<file path="config.mk">
export PLATFORM = sky130hd
export DESIGN_NAME = ltoc_loop_through_output_control
export DESIGN_NICKNAME = d
export VERILOG_FILES = /design/src/logic/ltoc_pkg.sv /design/src/logic/ltoc_loop_through_output_control.sv
export SDC_FILE = /design/constraint.sdc
export NUM_CORES = 1
export LEC_CHECK = 0
export ABC_AREA = 1
export BUFFER_PORTS_ARGS = -buffer_cell sky130_fd_sc_hd__buf_2
export CORE_MARGIN = 2
export CORE_UTILIZATION = 42
export DETAILED_ROUTE_END_ITERATION = 6
export GPL_TIMING_DRIVEN = 0
export PLACE_DENSITY_LB_ADDON = 0.2
export REMOVE_ABC_BUFFERS = 1
export SLEW_MARGIN = 20
export SYNTH_ARGS = -nofsm -noshare
export SYNTH_HDL_FRONTEND = slang
export SYNTH_SLANG_ARGS = --single-unit
</file>
<file path="constraint.sdc">
create_clock -name i_ref_clk -period 1.5 [get_ports i_ref_clk]
set_input_delay 0.075 -clock i_ref_clk [delete_from_list [all_inputs] [get_ports i_ref_clk]]
set_output_delay 0.075 -clock i_ref_clk [all_outputs]
set_load 0.02 [all_outputs]
</file>
<file path="src/logic/ltoc_pkg.sv">
package ltoc_pkg;
	localparam int ADDR_W = 8;
	localparam int DATA_W = 8;
	// register offsets (byte addresses on the bus)
	localparam logic [ADDR_W-1:0] OFF_LOOP_ENABLE = 8'h56;
	localparam logic [ADDR_W-1:0] OFF_PORT_SELECT = 8'h57;
	localparam logic [ADDR_W-1:0] OFF_POWER_CTRL = 8'h63;
	localparam logic [ADDR_W-1:0] OFF_PATGEN_CTRL = 8'h64;
	localparam logic [ADDR_W-1:0] OFF_SINGLE_SELECT = 8'h52;
	// field positions
	localparam int BIT_DRIVE_ENABLE = 3;
	localparam int BIT_PICK_WIDE_HI = 2;
	localparam int BIT_PICK_WIDE_LO = 1;
	localparam int BIT_TX_POWERDOWN = 0;
	localparam int BIT_PICK_SINGLE = 7;
	// field codes
	localparam logic [1:0] PICK_PORT_ZERO = 2'h1;
	localparam logic [1:0] PICK_PORT_ONE = 2'h2;
	// reset values
	localparam logic [DATA_W-1:0] RST_LOOP_ENABLE = 8'h00;
	localparam logic [DATA_W-1:0] RST_PORT_SELECT = 8'h00;
	localparam logic [DATA_W-1:0] RST_POWER_CTRL = 8'h00;
	localparam logic [DATA_W-1:0] RST_PATGEN_CTRL = 8'h10;
	localparam logic [DATA_W-1:0] RST_SINGLE_SELECT = 8'h00;
	// writable bit masks
	localparam logic [DATA_W-1:0] MASK_LOOP_ENABLE = 8'h08;
	localparam logic [DATA_W-1:0] MASK_PORT_SELECT = 8'h06;
	localparam logic [DATA_W-1:0] MASK_POWER_CTRL = 8'h01;
	localparam logic [DATA_W-1:0] MASK_PATGEN_CTRL = 8'hff;
	localparam logic [DATA_W-1:0] MASK_SINGLE_SELECT = 8'h80;
endpackage

</file>
<file path="src/logic/ltoc_loop_through_output_control.sv">
// Decided for this implementation: the Wishbone slave port.
`timescale 1ns/1ps
// Operation
// (RULE_01) drive enable bit 3 turns loop driver on; 0 at reset keeps it off
// (RULE_02) wide select 01 routes port zero, 10 routes port one
// (RULE_03) software must set drive enable for data to appear on the output
// (RULE_04) software keeps wide and single port selects naming the same port
// (RULE_05) power control bit 0 powers loop transmitter down; reset keeps it up
// (RULE_06) software powers transmitter down before enabling the pattern generator
// (RULE_07) pattern generator control resets to 0x10
// (RULE_08) single select bit 7: 0 picks port zero, 1 picks port one
// (RULE_09) wide select 00 or 11 drives no recovered data
module ltoc_loop_through_output_control (
	input wire logic i_ref_clk,
	input wire logic i_rst_b,
	input wire logic i_wb_cyc,
	input wire logic i_wb_stb,
	input wire logic i_wb_we,
	input wire logic [31:0] i_wb_adr,
	input wire logic [31:0] i_wb_dat,
	input wire logic [3:0] i_wb_sel,
	output logic [31:0] o_wb_dat,
	output logic o_wb_ack,
	input wire logic i_rx_port_zero,
	input wire logic i_rx_port_one,
	output logic o_loop_through_out,
	output logic o_loop_drive_enable,
	output logic o_loop_tx_powerdown,
	output logic o_ports_mismatch,
	output logic [7:0] o_pattern_gen_ctrl
);
	logic [7:0] loop_enable;
	logic [7:0] port_select;
	logic [7:0] power_ctrl;
	logic [7:0] patgen_ctrl;
	logic [7:0] single_select;
	logic [1:0] sync_zero;
	logic [1:0] sync_one;
	logic [1:0] pick_wide;
	logic pick_single;
	logic req;
	logic wr;
	logic [7:0] wbyte;
	logic [7:0] next_rdata;
	logic next_out;

	// a new request is only taken when ack is low, so each access gets one ack
	assign req = i_wb_cyc && i_wb_stb && !o_wb_ack;
	// writes land on the acknowledging edge, while the master still holds its request
	assign wr = i_wb_cyc && i_wb_stb && o_wb_ack && i_wb_we && i_wb_sel[0]
		&& i_wb_adr[31:8] == 24'h00_0000;
	assign wbyte = i_wb_dat[7:0];
	assign pick_wide = port_select[ltoc_pkg::BIT_PICK_WIDE_HI:ltoc_pkg::BIT_PICK_WIDE_LO];
	assign pick_single = single_select[ltoc_pkg::BIT_PICK_SINGLE];

	always_ff @(posedge i_ref_clk or negedge i_rst_b) begin
		if (!i_rst_b) begin
			o_wb_ack <= 1'b0;
		end else begin
			o_wb_ack <= req;
		end
	end

	always_ff @(posedge i_ref_clk or negedge i_rst_b) begin
		if (!i_rst_b) begin
			loop_enable <= ltoc_pkg::RST_LOOP_ENABLE;
			port_select <= ltoc_pkg::RST_PORT_SELECT;
			power_ctrl <= ltoc_pkg::RST_POWER_CTRL;
			patgen_ctrl <= ltoc_pkg::RST_PATGEN_CTRL; // RULE_07
			single_select <= ltoc_pkg::RST_SINGLE_SELECT;
		end else if (wr) begin
			// reserved bits are masked off so they always read zero
			if (i_wb_adr[7:0] == ltoc_pkg::OFF_LOOP_ENABLE) begin
				loop_enable <= wbyte & ltoc_pkg::MASK_LOOP_ENABLE;
			end else if (i_wb_adr[7:0] == ltoc_pkg::OFF_PORT_SELECT) begin
				port_select <= wbyte & ltoc_pkg::MASK_PORT_SELECT;
			end else if (i_wb_adr[7:0] == ltoc_pkg::OFF_POWER_CTRL) begin
				power_ctrl <= wbyte & ltoc_pkg::MASK_POWER_CTRL;
			end else if (i_wb_adr[7:0] == ltoc_pkg::OFF_PATGEN_CTRL) begin
				patgen_ctrl <= wbyte & ltoc_pkg::MASK_PATGEN_CTRL;
			end else if (i_wb_adr[7:0] == ltoc_pkg::OFF_SINGLE_SELECT) begin
				single_select <= wbyte & ltoc_pkg::MASK_SINGLE_SELECT;
			end
		end
	end

	always_comb begin
		next_rdata = 8'h00;
		if (i_wb_adr[31:8] != 24'h00_0000) begin
			next_rdata = 8'h00;
		end else if (i_wb_adr[7:0] == ltoc_pkg::OFF_LOOP_ENABLE) begin
			next_rdata = loop_enable;
		end else if (i_wb_adr[7:0] == ltoc_pkg::OFF_PORT_SELECT) begin
			next_rdata = port_select;
		end else if (i_wb_adr[7:0] == ltoc_pkg::OFF_POWER_CTRL) begin
			next_rdata = power_ctrl;
		end else if (i_wb_adr[7:0] == ltoc_pkg::OFF_PATGEN_CTRL) begin
			next_rdata = patgen_ctrl;
		end else if (i_wb_adr[7:0] == ltoc_pkg::OFF_SINGLE_SELECT) begin
			next_rdata = single_select;
		end
	end

	always_ff @(posedge i_ref_clk or negedge i_rst_b) begin
		if (!i_rst_b) begin
			o_wb_dat <= 32'h0000_0000;
		end else if (req && !i_wb_we) begin
			o_wb_dat <= {24'h00_0000, next_rdata};
		end
	end

	// recovered data arrives from another domain, so two flops before use
	always_ff @(posedge i_ref_clk or negedge i_rst_b) begin
		if (!i_rst_b) begin
			sync_zero <= 2'h0;
			sync_one <= 2'h0;
		end else begin
			sync_zero <= {sync_zero[0], i_rx_port_zero};
			sync_one <= {sync_one[0], i_rx_port_one};
		end
	end

	// the wide select steers the mux; the single select only flags a mismatch
	always_comb begin
		next_out = 1'b0; // RULE_09
		if (pick_wide == ltoc_pkg::PICK_PORT_ZERO) begin
			next_out = sync_zero[1]; // RULE_02
		end else if (pick_wide == ltoc_pkg::PICK_PORT_ONE) begin
			next_out = sync_one[1]; // RULE_02
		end
		// without the driver enable or with the transmitter down, output idles low
		if (!loop_enable[ltoc_pkg::BIT_DRIVE_ENABLE]
			|| power_ctrl[ltoc_pkg::BIT_TX_POWERDOWN]) begin
			next_out = 1'b0; // RULE_01 RULE_05
		end
	end

	always_ff @(posedge i_ref_clk or negedge i_rst_b) begin
		if (!i_rst_b) begin
			o_loop_through_out <= 1'b0;
			o_loop_drive_enable <= 1'b0;
			o_loop_tx_powerdown <= 1'b0;
			o_ports_mismatch <= 1'b0;
			o_pattern_gen_ctrl <= ltoc_pkg::RST_PATGEN_CTRL;
		end else begin
			o_loop_through_out <= next_out;
			o_loop_drive_enable <= loop_enable[ltoc_pkg::BIT_DRIVE_ENABLE]; // RULE_01
			o_loop_tx_powerdown <= power_ctrl[ltoc_pkg::BIT_TX_POWERDOWN]; // RULE_05
			// RULE_08
			o_ports_mismatch <= (pick_wide == ltoc_pkg::PICK_PORT_ZERO && pick_single)
				|| (pick_wide == ltoc_pkg::PICK_PORT_ONE && !pick_single);
			o_pattern_gen_ctrl <= patgen_ctrl;
		end
	end

	// qualifiers shared by the checks below
	logic route_live;
	logic rd_take;
	assign route_live = loop_enable[ltoc_pkg::BIT_DRIVE_ENABLE]
		&& !power_ctrl[ltoc_pkg::BIT_TX_POWERDOWN];
	assign rd_take = req && !i_wb_we && i_wb_adr[31:8] == 24'h00_0000;
endmodule

</file>
-- Word level (Yosys, flattened, before mapping)
Cells that the tools add are included.
- output and inout port bits: 45
- word-level logic and storage cells: 56
- memories: 0
- RAM bits: 0
- ROM bits: 0
- bits in latches: 0
- bits in registers: 38
- input port bits: 75
- $mul: 0
- equality and inequality tests: 7
- divide/modulo/power cells: 0
- $add $sub $neg: 0
- order comparisons: 0
- reduce and logical (&&, ||, !) cells: 22
- mux-type cells: 9
- shift operators: 0
- bitwise operators: 4
- operator list (kind ; number):
    $mux W8 ; 6
    $eq A8 B7 Y1 const B ; 5
    $logic_not A24 Y1 ; 1
    $reduce_bool A24 Y1 ; 1
    $logic_and A1 B1 Y1 ; 9
    $reduce_and A6 Y1 ; 1
    $reduce_and A5 Y1 ; 1
    $logic_not A1 Y1 ; 4
    $not A1 Y1 ; 4
    $reduce_and A4 Y1 ; 1
    $mux W1 ; 3
    $reduce_and A3 Y1 ; 1
    $eq A2 B1 Y1 const B ; 1
    $eq A2 B2 Y1 const B ; 1
    $logic_or A1 B1 Y1 ; 2
    $reduce_and A2 Y1 ; 1

-- Depth between registers and ports, before layout
- word-level depth: 7
- depth in mapped cells: 8
- gate-level depth less buffers: 8

-- Worst setup path after synthesis
OpenSTA, ideal clock, no wires.
- kind: flip-flop to flip-flop
- from: register o_wb_ack
- to: register port_select[1]
- setup time: 0.066 ns
- stages on the path, launching flop included: 6
- slack: 0.255 ns
- required time: 1.434 ns
- arrival time: 1.179 ns
- path through: dfrtp_1 nand3_2 nor2_4 buf_4 nand4_1 nand2_1
- cells in the longest elaborated chain, start to end: 5
- ends and longest elaborated chain (item ; RTL line ; RTL):
    start, declared ; ltoc_loop_through_output_control.sv:23 ; output logic o_wb_ack,
    start signal, assigned ; ltoc_loop_through_output_control.sv:60 ; o_wb_ack <= req;
    $logic_and A1 B1 Y1 (3 in series) ; ltoc_loop_through_output_control.sv:50 ; assign wr = i_wb_cyc && i_wb_stb && o_wb_ack && i_wb_we && i_wb_sel[0]
    $logic_and A1 B1 Y1 ; ltoc_loop_through_output_control.sv:51 ; && i_wb_adr[31:8] == 24'h00_0000;
    $reduce_and A3 Y1 (no line) ; n/a ;
    end signal, assigned ; ltoc_loop_through_output_control.sv:67 ; port_select <= ltoc_pkg::RST_PORT_SELECT;
    end signal, assigned ; ltoc_loop_through_output_control.sv:76 ; port_select <= wbyte & ltoc_pkg::MASK_PORT_SELECT;
    end, declared ; ltoc_loop_through_output_control.sv:33 ; logic [7:0] port_select;
No other way between the ends.
A chain may end at the register's enable or synchronous reset.

-- Worst setup path in the final report
- from: register o_wb_ack
- to: register patgen_ctrl[7]
- cells in the longest elaborated chain, start to end: 5
- ends and longest elaborated chain (item ; RTL line ; RTL):
    $logic_and A1 B1 Y1 (3 in series) ; ltoc_loop_through_output_control.sv:50 ;
    $logic_and A1 B1 Y1 ; ltoc_loop_through_output_control.sv:51 ;
    $reduce_and A5 Y1 (no line) ; n/a ;
    end signal, assigned ; ltoc_loop_through_output_control.sv:69 ; patgen_ctrl <= ltoc_pkg::RST_PATGEN_CTRL;
    end signal, assigned ; ltoc_loop_through_output_control.sv:80 ; patgen_ctrl <= wbyte & ltoc_pkg::MASK_PATGEN_CTRL;
    end, declared ; ltoc_loop_through_output_control.sv:35 ; logic [7:0] patgen_ctrl;
No other way between the ends.

==> results.toml <==
[critical_path]
endpoint_kind = "register"
slowest_delay_ns = 0.44
path_cells = "nand3_2, nor2_4, nand3_4, nand2_1, nand2_1"
crit_end = "patgen_ctrl[7]"
crit_path_start_kind = "register"
critPathKind = "reg2reg"
required_ns = 1.68
arrival_ns = 1.54
crit_start = "o_wb_ack"
crit_path_frequent_cell = "nand2_1"
critical_path.slowest_cell = "dfrtp_1"
rr_worst_depth = 5
path_max_fanout = 18
rrSetupSlack_ns = 0.13
rr_startpoint = "o_wb_ack"
r2r_end = "patgen_ctrl[7]"

[yosys]
ys_types = 20
post-synth-top-area-cell = "dfrtp_1"
synth_top_area_share_pct = 48.13
synth_area_leaders = "dfrtp_1 (48%), nand2_1 (14%), buf_4 (10%)"
ys_seq_elements = 38
synth_flop_cell = "dfrtp_1"
ys_seq_area_share_pct = 50.94
yosysWarnings = 0
synth-edff-count = 0
async_reset_ff_share_pct = 100.0
synth_area_per_cell_um2 = 8.913
syn_inst = 210
syn_area_um2 = 1872

[timing]
tns_ns = 0
worstMarginPinSlew_ns = 0.8344
fin_skew_ns = 0.007030
grt_setup_unrepaired = "no"
relSlewSlack_pct = 44.38
slew_viol_final = 0
fmax_mhz = 731.1
hold_viol = 0
period_minus_slack_ns = 1.368
layout_setup_ws_ns = 0.1323
period_share_pct = 91.18
setup_violations = 0
whs_ns = 0.03487

[cts]
cts_tree = "done"
h-tree-depth = 2
insertion_delay_ns = 0.29
cts.clk_slew.worst_paths_ns = 0.07
numCtsBuffers = 5
root_buffer = "clkbuf_8"
postCtsSetupRepairBufs = 0
cts_max_path_buffers = 2
clock_sinks = 38

[drt]
ant_nets = 0
routed-wl-met2_um = 1683
drt_iter0_drc = 73
wl_per_cell_um = 10.53
drc = 0
wirelength_um = 3547
top_layer_used = "met4"
vias = 1534
met1Wirelength_um = 1612
first_pass_iters = 4
vias_per_cell = 4.552
dr_wl_met3_um = 219

[die]
chipHeight_um = 70.76
die_x_um = 70.76
io_pins = 120
placementRows = 24
core-area_um2 = 4324
fp.dieArea_um2 = 5007
initial_core_util_pct = 43.29

[place]
port_buffers = 68
placed_cells = 325
post-dp-hpwl_um = 2531
preCtsSetupSlack_ns = 0.1545
gp_congestion = 0.7441
place_area_um2 = 2142

[cells_and_area]
multi_input_area_um2 = 753.2
layout-drive-gt1-share_pct = 31.23
fill_cells = 430
fin_nets = 359
final_util_pct = 52.58
seqCellArea_um2 = 953.4
stdcell_count = 337
stdcell_area_um2 = 2273
antenna_cells = 0
area_delta_synth_final_pct = 21.46

[run_status]
status = "completed"

[hold_path]
hold_depth = 3
hold_path_class = "in2reg"

[job]
max_cap_violations = 0

[global_routing]
grt_pass1_vias = 1435
grt_max_degree = 39
grt_overflow = 0
grtUsageTotal_pct = 15.06
grt_pass1_wl_um = 6078
antenna_found_initial = 0

[pwr]
p_total_mw = 1.934
peakVddDrop_v = 0.0003002
powerDensity_nw_per_um2 = 850.6
p_leak_nw = 1.316
where the power goes:
group	internal (mW)	leakage, nW	total [mW]	switching (mW)
combinational	0.0635	0.754	0.190	0.126
sequential	1.03	0.514	1.03	0.00343
clock	0.371	0.0482	0.710	0.339
total	1.47	1.32	1.93	0.468
Yosys cell counts (2+ instances only):
master and count:
o21ai_0 2, dfrtp_1 36, nand2_2 2, nor2_4 3, dfstp_2 2, buf_4 25
nand4_1 16, inv_1 8, nor2_1 24, nand3_1 12, nand2_1 69, buf_6 3
registers in the layout, indices dropped and copies added (netlist names):
name and cells:
o_pattern_gen_ctrl 8, port_select 2, o_ports_mismatch 1, sync_one 2, o_loop_through_out 1, o_wb_ack 1, power_ctrl 1, sync_zero 2
single_select 1, patgen_ctrl 8, loop_enable 1, o_loop_tx_powerdown 1, o_wb_dat 8, o_loop_drive_enable 1
worst max-delay path: cells and delay by family (launching register included):
kind,cells,cell delay [ns]
flip-flops,1,0.44
AND/OR/NAND/NOR,5,0.82
per-layer routing:
layer / vias up / global-route usage (%)
met5: - / 0
met4: 0 / 4.403
met3: 4 / 3.419
met2: 50 / 26.17
met1: 707 / 18.78
li1: 773 / -
timing repair:
item	4_1_cts	5_1_grt
hold buffers	4	0
resized for setup	0	0
hold endpoints to repair	39	0
area by class of cell:
type,count,share of cell area [%]
Multi-Input combinational cell,159,33.13
Clock buffer,7,3.797
Clock inverter,1,0.2201
Inverter,8,1.321
Sequential cell,38,41.94
Tap cell,52,2.862
Timing Repair Buffer,72,16.73
logic make-up (layout without fill, tap and decap cells):
group / after synthesis / count (layout) / synth area share [%]
other: 1 / 24 / 0.2003
DFF: 38 / 38 / 50.94
and+or+nand+nor: 133 / 133 / 34.89
buffers and inverters: 36 / 88 / 13.44
AOI/OAI and AO/OA: 2 / 2 / 0.5348
cells in the final DEF (no fill, tap or decap), drive strengths merged:
| master | n |
|---|---|
| conb | 24 |
| nand4 | 17 |
| nor3 | 1 |
| buf | 68 |
| dfstp | 2 |
| dfrtp | 36 |
| clkbuf | 7 |
| nor2 | 29 |
| clkinv | 1 |
| o21ai | 2 |
| nand2 | 71 |
| dlygate4sd3 | 4 |
| or2 | 1 |
| inv | 8 |
| nand3 | 14 |
worst min path at each step:
| stage | start | end | slack, ns |
|---|---|---|---|
| 3_5_place_dp | i_rx_port_one | sync_one[0] | 0.19 |
| 4_1_cts | i_wb_dat[6] | patgen_ctrl[6] | 0.03 |
| 2_1_floorplan | i_rst_b | loop_enable[3] | -0.22 |
| 5_1_grt | i_wb_dat[5] | patgen_ctrl[5] | 0.04 |
| 3_3_place_gp | i_rx_port_zero | sync_zero[0] | 0.18 |
| 6_report | i_wb_dat[6] | patgen_ctrl[6] | 0.03 |
No activity file was read; power rests on OpenSTA's default activity.
